File: config.mk
export PLATFORM = sky130hd
export DESIGN_NAME = mrss_modem
export DESIGN_NICKNAME = d
export VERILOG_FILES = /design/src/mrss_pkg.sv /design/src/mrss_rate_gen.sv /design/src/mrss_modem.sv
export VERILOG_INCLUDE_DIRS = /design/src
export SDC_FILE = /design/constraint.sdc
export NUM_CORES = 1
export LEC_CHECK = 0
export BUFFER_PORTS_ARGS = -buffer_cell sky130_fd_sc_hd__buf_2
export CORE_UTILIZATION = 55
export CTS_CLUSTER_DIAMETER = 100
export CTS_CLUSTER_SIZE = 8
export DETAILED_ROUTE_END_ITERATION = 6
export GPL_TIMING_DRIVEN = 0
export PLACE_DENSITY = 0.75
export SLEW_MARGIN = 25
export SYNTH_ARGS = -nofsm -noshare
export SYNTH_HDL_FRONTEND = slang
export SYNTH_SLANG_ARGS = --single-unit
File: constraint.sdc
create_clock -name core_clk -period 20.9 [get_ports core_clk]
set_input_delay 4.18 -clock core_clk [delete_from_list [all_inputs] [get_ports core_clk]]
set_output_delay 4.18 -clock core_clk [all_outputs]
set_load 0.01 [all_outputs]
File: src/mrss_regs.svh
// Register map, field positions, reset values and timing counts of the rate and sync block.
// Assumes 32-bit APB, one aligned word per register, byte addresses below.
`ifndef MRSS_REGS_SVH
`define MRSS_REGS_SVH

// Byte addresses
`define MRSS_ADDR_RATE_CFG 12'h000
`define MRSS_ADDR_FILTER_CFG 12'h004
`define MRSS_ADDR_SYNC_WORD 12'h008
`define MRSS_ADDR_SYNC_CTRL 12'h00c
`define MRSS_ADDR_OFFSET_EST 12'h010
`define MRSS_ADDR_OFFSET_TRIM 12'h014
`define MRSS_ADDR_STATUS 12'h018
`define MRSS_ADDR_TX_CTRL 12'h01c

// Rate configuration fields
`define MRSS_RATE_MANT_LSB 0
`define MRSS_RATE_EXP_LSB 8
`define MRSS_RATE_CFG_RST 12'h8f8

// Filter configuration fields
`define MRSS_FBW_MANT_LSB 0
`define MRSS_FBW_EXP_LSB 2
`define MRSS_FILTER_CFG_RST 4'h0

// Sync word reset value, upper byte then lower byte
`define MRSS_SYNC_WORD_RST 16'hd391

// Sync control fields
`define MRSS_SC_MODE_LSB 0
`define MRSS_SC_OOK_BIT 3
`define MRSS_SC_PQT_LSB 8
`define MRSS_SYNC_CTRL_RST 3'h2

// Transmit control fields
`define MRSS_TX_GO_BIT 0
`define MRSS_TX_PRE_LSB 8

// Phase accumulator width and the divide-by count of the filter table
`define MRSS_ACC_W 28
`define MRSS_FBW_BASE 8
`define MRSS_FBW_OFFSET 4

`endif

File: src/mrss_pkg.sv
// Types shared by the rate and sync block.
// Assumes mrss_regs.svh supplies the numeric constants.
package mrss_pkg;

	// Sync detect settings, three-bit code
	typedef enum logic [2:0] {
		MRSS_SYNC_NONE = 3'h0,
		MRSS_SYNC_15 = 3'h1,
		MRSS_SYNC_16 = 3'h2,
		MRSS_SYNC_DBL = 3'h3,
		MRSS_SYNC_CS = 3'h4,
		MRSS_SYNC_15_CS = 3'h5,
		MRSS_SYNC_16_CS = 3'h6,
		MRSS_SYNC_DBL_CS = 3'h7
	} mrss_sync_mode_t;

	// Transmit framer phases
	typedef enum logic [1:0] {
		MRSS_TX_IDLE,
		MRSS_TX_PREAMBLE,
		MRSS_TX_SYNC
	} mrss_tx_state_t;

	// Receive sync search phases
	typedef enum logic [1:0] {
		MRSS_RX_SEARCH,
		MRSS_RX_SECOND,
		MRSS_RX_LOCKED
	} mrss_rx_state_t;

endpackage : mrss_pkg

File: src/mrss_rate_gen.sv
// Phase accumulator symbol-rate generator.
// Assumes the core clock is the crystal clock and mantissa/exponent are steady settings.
`timescale 1ns/1ps
`default_nettype none
`include "mrss_regs.svh"

module mrss_rate_gen #(
	parameter int ACC_W = `MRSS_ACC_W
) (
	// Clock and reset
	input wire logic core_clk,
	input wire logic reset,
	// Setting
	input wire logic [7:0] rate_mantissa,
	input wire logic [3:0] rate_exponent,
	// Tick, one per symbol, plus a half-symbol tick for sampling
	output logic sym_tick,
	output logic half_tick
);

	typedef struct packed {
		logic [ACC_W-1:0] acc;
		logic tick;
		logic half;
	} mrss_rg_state_t;

	mrss_rg_state_t s_q;
	mrss_rg_state_t s_d;
	logic [ACC_W:0] step;
	logic [ACC_W:0] sum;

	// Step is (256 + M) << E; overflow of 2^28 marks a symbol
	always_comb begin
		step = (ACC_W+1)'({1'b1, rate_mantissa}) << rate_exponent;
		sum = {1'b0, s_q.acc} + step;
		s_d = s_q;
		s_d.acc = sum[ACC_W-1:0];
		s_d.tick = sum[ACC_W];
		s_d.half = ~s_q.acc[ACC_W-1] & sum[ACC_W-1] & ~sum[ACC_W];
	end

	// Accumulator register
	always_ff @(posedge core_clk or posedge reset) begin
		if (reset) begin
			s_q <= '0;
		end else begin
			s_q <= s_d;
		end
	end

	assign sym_tick = s_q.tick;
	assign half_tick = s_q.half;

endmodule : mrss_rate_gen
`default_nettype wire

File: src/mrss_modem.sv
// Rate generator, filter decode, offset trim, bit resync and sync-word search/insert.
// Assumes APB master on core_clk (crystal), demod supplies sliced bits, offset estimate,
// level, carrier flag and preamble quality from outside this block.
//
// Behaviour
// - Symbol rate is crystal times (256+mantissa) times 2^exponent over 2^28.
// - Generator covers 1.2 kbps to 500 kbps, step set by exponent.
// - Filter bandwidth is crystal over 8*(4+mantissa)*2^exponent.
// - Filter mantissa and exponent are two bits; 00/00 widest, 11/11 narrowest.
// - Filtering, offset compensation and level estimate are digital.
// - Frequency offset estimate readable in a read-only status register.
// - Writing the estimate into the trim retunes the synthesizer by it.
// - No offset compensation while on-off keying is selected.
// - Bit sync recovers symbol clock from expected rate, resyncing continuously.
// - Continuous sync search of 16 or 32 bits; sync inserted on transmit.
// - Only packets matching the configured sync word are accepted.
// - Correlate against 16-bit pattern, threshold 15/16 or 16/16.
// - Detection optionally qualified by preamble quality, carrier, or both.
// - With quality qualification, accept only if quality exceeds threshold.
// - Sync pattern comes from upper and lower byte registers; here one 16-bit sync word register holds both bytes.
// - Settings 3 and 7 send and match the 16-bit pattern twice.
// - Preamble is alternating one-zero bits ahead of the sync field.
//
// Our own choices: the register offsets and the APB slave port.
`timescale 1ns/1ps
`default_nettype none
`include "mrss_regs.svh"

module mrss_modem #(
	parameter int XTAL_HZ = 10000000,
	parameter int PRE_W = 4
) (
	// Clock and reset
	input wire logic core_clk,
	input wire logic reset,
	// APB slave
	input wire logic psel,
	input wire logic penable,
	input wire logic pwrite,
	input wire logic [11:0] paddr,
	input wire logic [31:0] pwdata,
	output logic [31:0] prdata,
	output logic pready,
	output logic pslverr,
	// Receive side from demodulator
	input wire logic rx_soft_bit,
	input wire logic [7:0] demod_offset,
	input wire logic [7:0] demod_level,
	input wire logic carrier_sensed,
	input wire logic [4:0] preamble_quality_indicator,
	// Transmit side
	input wire logic payload_bit,
	output logic tx_bit,
	output logic tx_bit_valid,
	output logic payload_bit_take,
	// Decoded settings towards analog and filter
	output logic [1:0] filter_bw_mantissa,
	output logic [1:0] filter_bw_exponent,
	output logic [5:0] filter_decim,
	output logic [7:0] synth_offset_trim,
	output logic offset_comp_en,
	// Receive results
	output logic rx_bit,
	output logic rx_bit_valid,
	output logic sync_found
);

	typedef struct packed {
		logic [7:0] rate_mantissa;
		logic [3:0] rate_exponent;
		logic [1:0] fbw_mant;
		logic [1:0] fbw_exp;
		logic [15:0] sync_word;
		logic [2:0] sync_mode;
		logic ook_sel;
		logic [4:0] pq_thresh;
		logic [7:0] offset_trim;
		logic [7:0] offset_est;
		logic [7:0] level;
		logic [PRE_W-1:0] pre_bytes;
		logic tx_go;
		mrss_pkg::mrss_tx_state_t tx_st;
		logic [5:0] tx_cnt;
		logic tx_bit;
		logic tx_valid;
		logic take;
		logic [15:0] shreg;
		logic last_bit;
		logic [20:0] sym_cnt;
		logic [20:0] sym_per;
		logic [20:0] bit_tmr;
		logic sampled;
		logic rx_valid;
		mrss_pkg::mrss_rx_state_t rx_st;
		logic [4:0] bit_cnt;
		logic found;
		logic [31:0] rdata;
	} mrss_state_t;

	mrss_state_t s_q;
	mrss_state_t s_d;
	logic sym_tick;
	logic [15:0] cmp;
	logic [4:0] ones;
	logic corr_hit;
	logic qual_ok;
	logic dbl;
	logic wr;
	logic rd;
	logic [15:0] sh_next;

	// Accumulator generator shares the crystal clock
	mrss_rate_gen u_rate (
		.core_clk(core_clk),
		.reset(reset),
		.rate_mantissa(s_q.rate_mantissa),
		.rate_exponent(s_q.rate_exponent),
		.sym_tick(sym_tick),
		.half_tick()
	);

	// Mismatch count against the pattern, fresh bit included
	always_comb begin
		sh_next = {s_q.shreg[14:0], rx_soft_bit};
		cmp = sh_next ^ s_q.sync_word;
		ones = '0;
		for (int i = 0; i < 16; i++) begin
			ones = ones + 5'(cmp[i]);
		end
	end

	// Threshold and qualifiers
	always_comb begin
		unique case (s_q.sync_mode[1:0])
			2'h1: corr_hit = (ones <= 5'h01);
			2'h2, 2'h3: corr_hit = (ones == 5'h00);
			default: corr_hit = 1'b0;
		endcase
		qual_ok = (preamble_quality_indicator > s_q.pq_thresh);
		if (s_q.sync_mode[2] && !carrier_sensed) begin
			qual_ok = 1'b0;
		end
		if (s_q.pq_thresh == 5'h00) begin
			qual_ok = s_q.sync_mode[2] ? carrier_sensed : 1'b1;
		end
		dbl = (s_q.sync_mode[1:0] == 2'h3);
	end

	assign wr = psel & penable & pwrite;
	assign rd = psel & ~penable & ~pwrite;

	// Next-state logic for registers, transmit framer and receive search
	always_comb begin
		s_d = s_q;
		s_d.take = 1'b0;
		s_d.rx_valid = 1'b0;
		s_d.found = 1'b0;
		// Estimate sampled continuously; forced to zero under keying
		s_d.offset_est = s_q.ook_sel ? 8'h00 : demod_offset;
		s_d.level = demod_level;
		// Register writes land in the access phase
		if (wr) begin
			unique case (paddr)
				`MRSS_ADDR_RATE_CFG: begin
					s_d.rate_mantissa = pwdata[`MRSS_RATE_MANT_LSB +: 8];
					s_d.rate_exponent = pwdata[`MRSS_RATE_EXP_LSB +: 4];
				end
				`MRSS_ADDR_FILTER_CFG: begin
					s_d.fbw_mant = pwdata[`MRSS_FBW_MANT_LSB +: 2];
					s_d.fbw_exp = pwdata[`MRSS_FBW_EXP_LSB +: 2];
				end
				`MRSS_ADDR_SYNC_WORD: s_d.sync_word = pwdata[15:0];
				`MRSS_ADDR_SYNC_CTRL: begin
					s_d.sync_mode = pwdata[`MRSS_SC_MODE_LSB +: 3];
					s_d.ook_sel = pwdata[`MRSS_SC_OOK_BIT];
					s_d.pq_thresh = pwdata[`MRSS_SC_PQT_LSB +: 5];
				end
				`MRSS_ADDR_OFFSET_TRIM: s_d.offset_trim = pwdata[7:0];
				`MRSS_ADDR_TX_CTRL: begin
					s_d.tx_go = pwdata[`MRSS_TX_GO_BIT];
					s_d.pre_bytes = pwdata[`MRSS_TX_PRE_LSB +: PRE_W];
				end
				default: ;
			endcase
		end
		// Read data captured in setup, presented in access phase
		if (rd) begin
			unique case (paddr)
				`MRSS_ADDR_RATE_CFG: s_d.rdata = {20'h0, s_q.rate_exponent, s_q.rate_mantissa};
				`MRSS_ADDR_FILTER_CFG: s_d.rdata = {28'h0, s_q.fbw_exp, s_q.fbw_mant};
				`MRSS_ADDR_SYNC_WORD: s_d.rdata = {16'h0, s_q.sync_word};
				`MRSS_ADDR_SYNC_CTRL: s_d.rdata = {19'h0, s_q.pq_thresh, 4'h0, s_q.ook_sel,
					s_q.sync_mode};
				`MRSS_ADDR_OFFSET_EST: s_d.rdata = {24'h0, s_q.offset_est};
				`MRSS_ADDR_OFFSET_TRIM: s_d.rdata = {24'h0, s_q.offset_trim};
				`MRSS_ADDR_STATUS: s_d.rdata = {16'h0, s_q.level, 4'h0, s_q.tx_go,
					s_q.rx_st == mrss_pkg::MRSS_RX_LOCKED, 2'(s_q.tx_st)};
				`MRSS_ADDR_TX_CTRL: s_d.rdata = {(24-PRE_W)'(0), s_q.pre_bytes,
					7'h0, s_q.tx_go};
				default: s_d.rdata = 32'h0;
			endcase
		end
		// Transmit framer: preamble, sync (once or twice), then payload
		if (sym_tick) begin
			s_d.tx_valid = 1'b1;
			unique case (s_q.tx_st)
				mrss_pkg::MRSS_TX_IDLE: begin
					s_d.tx_valid = 1'b0;
					if (s_q.tx_go) begin
						s_d.tx_st = mrss_pkg::MRSS_TX_PREAMBLE;
						s_d.tx_cnt = '0;
					end
				end
				mrss_pkg::MRSS_TX_PREAMBLE: begin
					s_d.tx_bit = s_q.tx_cnt[0];
					s_d.tx_cnt = s_q.tx_cnt + 6'h01;
					if (s_q.tx_cnt[5:3] == 3'(s_q.pre_bytes) && s_q.tx_cnt[2:0] == 3'h7) begin
						s_d.tx_st = mrss_pkg::MRSS_TX_SYNC;
						s_d.tx_cnt = '0;
					end
				end
				mrss_pkg::MRSS_TX_SYNC: begin
					s_d.tx_bit = s_q.sync_word[4'hf - s_q.tx_cnt[3:0]];
					s_d.tx_cnt = s_q.tx_cnt + 6'h01;
					if (s_q.tx_cnt == (dbl ? 6'h1f : 6'h0f)) begin
						s_d.tx_st = mrss_pkg::MRSS_TX_IDLE;
						s_d.tx_go = 1'b0;
					end
				end
				default: s_d.tx_st = mrss_pkg::MRSS_TX_IDLE;
			endcase
		end
		// Payload follows the sync field from idle, with go cleared by hardware, until software sets go again
		if (sym_tick && s_q.tx_st == mrss_pkg::MRSS_TX_IDLE && s_q.tx_valid) begin
			s_d.tx_bit = payload_bit;
			s_d.tx_valid = 1'b1;
			s_d.take = 1'b1;
		end
		// Expected symbol length in cycles, measured between local ticks
		if (sym_tick) begin
			s_d.sym_per = s_q.sym_cnt + 21'h000001;
			s_d.sym_cnt = '0;
		end else begin
			s_d.sym_cnt = s_q.sym_cnt + 21'h000001;
		end
		// Bit timer restarts on every line edge, so drift never accumulates
		if (rx_soft_bit != s_q.last_bit) begin
			s_d.last_bit = rx_soft_bit;
			s_d.bit_tmr = '0;
		end else if (s_q.bit_tmr == s_q.sym_per - 21'h000001) begin
			s_d.bit_tmr = '0;
		end else begin
			s_d.bit_tmr = s_q.bit_tmr + 21'h000001;
		end
		// Sample half a symbol after the last boundary and run the search
		if (s_q.bit_tmr == (s_q.sym_per >> 1)) begin
			s_d.shreg = sh_next;
			s_d.sampled = rx_soft_bit;
			s_d.rx_valid = 1'b1;
			unique case (s_q.rx_st)
				// Search goes on while locked, so every new sync field is seen
				mrss_pkg::MRSS_RX_SEARCH, mrss_pkg::MRSS_RX_LOCKED: begin
					if (corr_hit && qual_ok) begin
						s_d.rx_st = dbl ? mrss_pkg::MRSS_RX_SECOND : mrss_pkg::MRSS_RX_LOCKED;
						s_d.bit_cnt = '0;
						s_d.found = ~dbl;
					end else if (s_q.sync_mode[1:0] == 2'h0) begin
						s_d.rx_st = mrss_pkg::MRSS_RX_SEARCH;
					end
				end
				mrss_pkg::MRSS_RX_SECOND: begin
					s_d.bit_cnt = s_q.bit_cnt + 5'h01;
					if (s_q.bit_cnt == 5'h0f) begin
						s_d.rx_st = corr_hit ? mrss_pkg::MRSS_RX_LOCKED
							: mrss_pkg::MRSS_RX_SEARCH;
						s_d.found = corr_hit;
					end
				end
				default: s_d.rx_st = mrss_pkg::MRSS_RX_SEARCH;
			endcase
		end
	end

	// One register for all block state except the rate accumulator, which u_rate holds
	always_ff @(posedge core_clk or posedge reset) begin
		if (reset) begin
			s_q <= '0;
			s_q.rate_mantissa <= 8'(`MRSS_RATE_CFG_RST);
			s_q.rate_exponent <= 4'(`MRSS_RATE_CFG_RST >> 8);
			s_q.sync_word <= `MRSS_SYNC_WORD_RST;
			s_q.sync_mode <= `MRSS_SYNC_CTRL_RST;
			s_q.tx_st <= mrss_pkg::MRSS_TX_IDLE;
			s_q.rx_st <= mrss_pkg::MRSS_RX_SEARCH;
		end else begin
			s_q <= s_d;
		end
	end

	// Filter decode: decimation is 8*(4+M)*2^E/8, bandwidth = xtal/(8*decim)
	assign filter_bw_mantissa = s_q.fbw_mant;
	assign filter_bw_exponent = s_q.fbw_exp;
	assign filter_decim = 6'((6'(`MRSS_FBW_OFFSET) + {4'h0, s_q.fbw_mant})
		<< s_q.fbw_exp);
	// Trim drives the synthesizer only when not keying
	assign synth_offset_trim = s_q.ook_sel ? 8'h00 : s_q.offset_trim;
	assign offset_comp_en = ~s_q.ook_sel;

	// APB answers in the access phase without wait states
	assign pready = 1'b1;
	assign pslverr = 1'b0;
	assign prdata = s_q.rdata;
	assign tx_bit = s_q.tx_bit;
	assign tx_bit_valid = s_q.tx_valid;
	assign payload_bit_take = s_q.take;
	assign rx_bit = s_q.sampled;
	assign rx_bit_valid = s_q.rx_valid;
	assign sync_found = s_q.found;

endmodule : mrss_modem
`default_nettype wire

; After elaboration in Yosys (flattened, before gate mapping)
; Index checks and enable logic that the tools add are counted.
[classes]
add_sub_neg = 23
n_mul = 0
div = 0
n_lt_le_gt_ge = 3
n_eq_ne = 27
shifts = 2
mux = 35
n_bitwise = 9
n_reduce_logical = 29
[op_table]
columns = op, n
row1 = $pmux 16 s8, 1
row2 = $mux 21, 3
row3 = $add 5x1->5, 11
row4 = $eq 12x5->1 const B, 4
row5 = $add 21x1->21 const B, 2
row6 = $mux 8, 4
row7 = $add 28x29->29, 1
row8 = $shl 9x4->29, 1
row9 = $eq 12x4->1 const B, 2
row10 = $eq 21x20->1, 1
row11 = $eq 21x21->1, 1
row12 = $sub 21x1->21 const B, 1
row13 = $pmux 6 s3, 1
row14 = $xor 16x16->16, 1
row15 = $reduce_and 2->1, 7
row16 = $eq 12x3->1 const B, 1
row17 = $logic_not 12->1, 1
row18 = $pmux 6 s2, 1
row19 = $mux 11, 1
row20 = $logic_not 5->1, 2
row21 = $mux 2, 5
row22 = $ne 2x2->1 const B, 5
row23 = $mux 1, 9
row24 = $mux 9, 1
row25 = other kinds (37), 61
[word_totals]
regBits = 231
latch_bits = 0
mem_bits_rw = 0
rom_bits = 0
in_bits = 73
out_inout_bits = 59
word_cells = 159
n_memories = 0

; Longest topological paths before layout
[logic_depth]
depth_word = 22
ltp_mapped = 16
depth_no_buf = 16

; By module
; A second synthesis with hierarchy kept.
[hier_totals]
hier_cells = 1283
area_unflattened_um2 = 12742.2
[modules_own_cells]
columns = module, n_inst, cells_each, area_each_um2, seq_area_each_um2
row1 = mrss_modem, 1, 976, 10177.3, 4648.2
row2 = mrss_rate_gen, 1, 307, 2565.0, 750.7

; Worst setup path after synthesis
; Ideal clock, no wire load.
[synth_path]
kind = input port to flip-flop
start = input port rx_soft_bit
end = register s_q[34] in the netlist's numbering
setup_time_ns = 0.122
arrival_ns = 8.001
t_required_ns = 20.778
path_slack_ns = 12.777
cell_stages = 13
path_buffers = 0
cell_sequence = xnor2_1 > fa_1 > fa_1 > fa_1 > inv_1 > fa_1 > ha_1 > fa_1 > nor3_1 > o211a_1 > o2111a_1 > o21ai_1 > a32o_1
[synth_via]
elab_chain_len = 21
word_cells_on_any_way = 22
cone_classes = add/sub (15) / order compare (1) / eq/ne (1) / mux (1) / bitwise (1) / reduce/logical (3)
[synth_lines]
columns = element, line
row1 = start: declaration, mrss_modem.sv:46  ; input wire logic rx_soft_bit,
row2 = $xor 16x16->16 (*), mrss_modem.sv:125  ; cmp = sh_next ^ s_q.sync_word;
row3 = $add 1x1->2 (*), mrss_modem.sv:128  ; ones = ones + 5'(cmp[i]);
row4 = $add 2x1->3 (*), mrss_modem.sv:128
row5 = $add 3x1->4 (*), mrss_modem.sv:128
row6 = $add 4x1->5 (*), mrss_modem.sv:128
row7 = $add 5x1->5 (*) (11 in series), mrss_modem.sv:128
row8 = $le 5x1->1 or $logic_not 5->1 (tied branches), "mrss_modem.sv:135, mrss_modem.sv:136"
row9 = $pmux 1 s2 (*), mrss_modem.sv:134  ; unique case (s_q.sync_mode[1:0])
row10 = $logic_and 1x1->1 (*), mrss_modem.sv:263  ; if (corr_hit && qual_ok) begin
row11 = $ne 2x2->1 (no source line) (*), --
row12 = $reduce_and 3->1 (no source line) (*), --
row13 = end: declaration, mrss_modem.sv:100  ; mrss_state_t s_q;
; Every way passes the cells marked *; elsewhere a longest branch is shown, timed or not.
; A chain may end at the register's enable or synchronous reset.

; Final worst setup path
; Same ends and word-level chain as after synthesis.

==> run summary <==
run status -> complete, but fails checks
failing checks -> DRC
register area share after synthesis -> 42.4%
Tmin final -> 8.00 ns
initial antenna violation count -> 2
Cell Area, Synth -> 12700 um^2
synth-to-layout area growth -> 14.6%
RR Endpoint -> s_q[34]$_DFFE_PP0P_
drt total wl -> 30300 um
total of warnings raised by yosys -> 0
CTS Hold Buffers Added -> 0
Post-synth top cells -> 199 x dfrtp_1, 102 x nor2_1, 72 x nand2_1
EDFF count, synth -> 0
DP Area -> 13700 um^2
number of setup violations in the final report -> 0
Worst-Margin Slew -> 1.07 ns
CP arrival -> 8.44 ns
core area -> 22600 um^2
detailed-route via count -> 9884
Util after Layout -> 64.2%
cell mode on critical path -> fa_1
CTS tree -> built
first-pass GRT wire length -> 49900 um
IO Port Bufs -> 95
crit path max-delay cell type -> fa_1
Max Root-Sink Buffers -> 3
MaxCap Viol Count -> 0
Fill cells -> 1834
Startpoint Class -> input pin
post-CTS resize count -> 0
Hold Path Class -> register to register
Starting Density -> 56.0%
total track usage -> 26.3%
final worst-path cycle share -> 38.3%
Cell Rows -> 55
share of the synthesized area in the top cell type -> 39.3%
Max Fanout on Critical Path -> 5
pin count of the biggest net entering global routing -> 97
post-place setup slack -> 12.33 ns
Synth area leaders -> dfrtp_1 39%, mux2_2 5.9%, ha_1 4.5%
Slew Viols, Final -> 0
setup bufs post-CTS -> 0
Avg WL per Cell -> 17.8 um
Yosys top cell by area -> dfrtp_1
Die Y -> 154 um
static leakage -> 6.89 nW
Clock transition at path regs -> 0.05 ns
critical path capture point type -> register
Seq cells post-synth -> 214
Slew HR -> 28.4%
Final ANT Viol Nets -> 0
asr flop ratio synth -> 100%
Peak Freq -> 0.125 GHz
NumNets Final -> 1520
post-DP HPWL -> 22300 um
required time of the critical path -> 21.35 ns
RSZ-0062 raised after global routing -> no
Setup crit start -> rx_soft_bit
Die W -> 154 um
share of cells above drive strength 1 -> 21.6%
Worst Path Class, Setup -> input pin to register
worst r2r src -> s_q[171]$_DFFE_PP1P_
worst setup margin -> 12.90 ns
Worst Setup EP -> s_q[34]$_DFFE_PP0P_
DRT iter0 DRCs -> 784
Netlist cell types -> 80
sum of negative setup slack -> 0 ns
final instance area -> 14500 um^2
Fin. Hold Viols -> 0
worst-path cell chain -> buf_2 > xnor2_1 > fa_1 > fa_1 > fa_1 > inv_1 > fa_1 > ha_1 > fa_1 > nor3_1 > o211a_1 > o2111a_1 > o21ai_1 > a32o_1
DRC errors left -> 1
DRT Pass-1 Iters -> 7
H-Tree Depth -> 1
Clock Latency Late Sink -> 0.56 ns
gpl congestion -> 0.933
Post-Synthesis Cells -> 1244
max incr delay on CP -> 0.54 ns
Syn Area/Cell -> 10.2 um^2
count leader, synth -> dfrtp_1
Max VDD drop -> 67.8 uV
gr ovfl total -> 0
PwrDens -> 86.2 nW/um^2
Vias/cell -> 5.81
die footprint -> 23700 um^2
Num CTS Buffers -> 30
vias in the first global route -> 9745
Primary FF master, synth -> dfrtp_1
Setup Skew -> 0.0323 ns
R2R Setup Slk -> 16.16 ns
I/O Pins -> 132
CTS Root Cell -> clkbuf_16
Worst Reg-to-Reg Cells -> 13
clock sink count -> 214
[per-stage QoR]
step / cells / hold slack (ns) / power, W
after floorplan: 1260 / 0.434 / 0.000737
after global placement: 1640 / 0.450 / 0.000797
after detailed placement: 1643 / 0.459 / 0.000812
after CTS: 1698 / 0.472 / 0.00127
after global routing: 1699 / 0.483 / 0.00134
final: 1700 / 0.468 / 0.00125
[flip-flops by register name (all words and copies together) (netlist names)]
register	flops
filter_bw_exponent	2
rx_bit_valid	1
tx_bit_valid	1
prdata	16
filter_bw_mantissa	2
u_rate.sym_tick	1
s_q	160
sync_found	1
payload_bit_take	1
u_rate.s_q	28
tx_bit	1
[cell families (layout without fill, tap and decap cells)]
kind of cell / Yosys count / in the layout / synth area share (%)
xor gates and xnor gates: 128 / 128 / 8.84
AOI/OAI and AO/OA: 252 / 252 / 14.1
adders and majority gates: 57 / 57 / 6.28
muxes: 91 / 91 / 8.34
other: 2 / 20 / 0.0592
buffers and inverters: 146 / 299 / 5.75
and+or+nand+nor: 354 / 354 / 14.3
DFF: 214 / 214 / 42.4
[critical path, delay by kind of cell]
| kind | cells | cell delay [ns] |
|---|---|---|
| adders and majority gates | 6 | 2.74 |
| and+or+nand+nor | 1 | 0.18 |
| AOI/OAI and AO/OA | 4 | 0.98 |
| buffers and inverters | 2 | 0.20 |
| xor gates and xnor gates | 1 | 0.16 |
[placed cells by master, fill, tap and decap left out, types with 20 or more instances in the layout]
cell type,netlist,layout
dfrtp_1,199,199
nor2_1,102,102
buf_2,4,100
clkbuf_1,50,73
nand2_1,72,72
mux2_2,66,66
xnor2_1,65,65
xor2_1,63,63
a21oi_1,63,63
inv_1,48,47
ha_1,46,46
o21ai_0,45,45
buf_4,39,39
nand3_1,34,34
clkbuf_16,0,30
nor2b_1,27,27
nor3_1,23,22
a211oi_2,20,20
[routing by layer]
metal | up-vias | part of all wire [%] | global-route usage (%)
met3 | 64 | 5.6 | 3.75
met4 | 0 | 2.7 | 8.76
met2 | 339 | 47 | 42.6
met5 | - | 0 | 0
met1 | 4789 | 45 | 36.3
li1 | 4692 | - | -
[worst min path at each step]
stage	depth (start not counted)	end	slack [ns]	from
finish	1	u_rate.s_q[28]$_DFF_PP0_	0.47	u_rate.s_q[28]$_DFF_PP0_
global route	1	u_rate.s_q[28]$_DFF_PP0_	0.48	u_rate.s_q[28]$_DFF_PP0_
CTS	1	u_rate.s_q[28]$_DFF_PP0_	0.47	u_rate.s_q[28]$_DFF_PP0_
detailed placement	1	u_rate.s_q[28]$_DFF_PP0_	0.46	u_rate.s_q[28]$_DFF_PP0_
global placement	1	u_rate.s_q[28]$_DFF_PP0_	0.45	u_rate.s_q[28]$_DFF_PP0_
floorplan	1	u_rate.s_q[28]$_DFF_PP0_	0.43	u_rate.s_q[28]$_DFF_PP0_
[power by group]
group          switching [W]  internal (W)
registers          0.0000180      0.000440
logic               0.000186      0.000160
clock network       0.000178      0.000271
[layout make-up]
class                      instances  area, um^2  share of cell area (%)
antenna                            2        5.00                  0.0344
multi-input combinational        900        6660                    45.8
sequential                       214        5370                    37.0
buffer                            98         549                    3.78
clock inverter                     1        16.3                   0.112
timing repair buffer              98         536                    3.68
tap                              285         357                    2.45
clock buffer                      54         851                    5.85
inverter                          48         188                    1.29
Power figures use the tool's default switching activity.
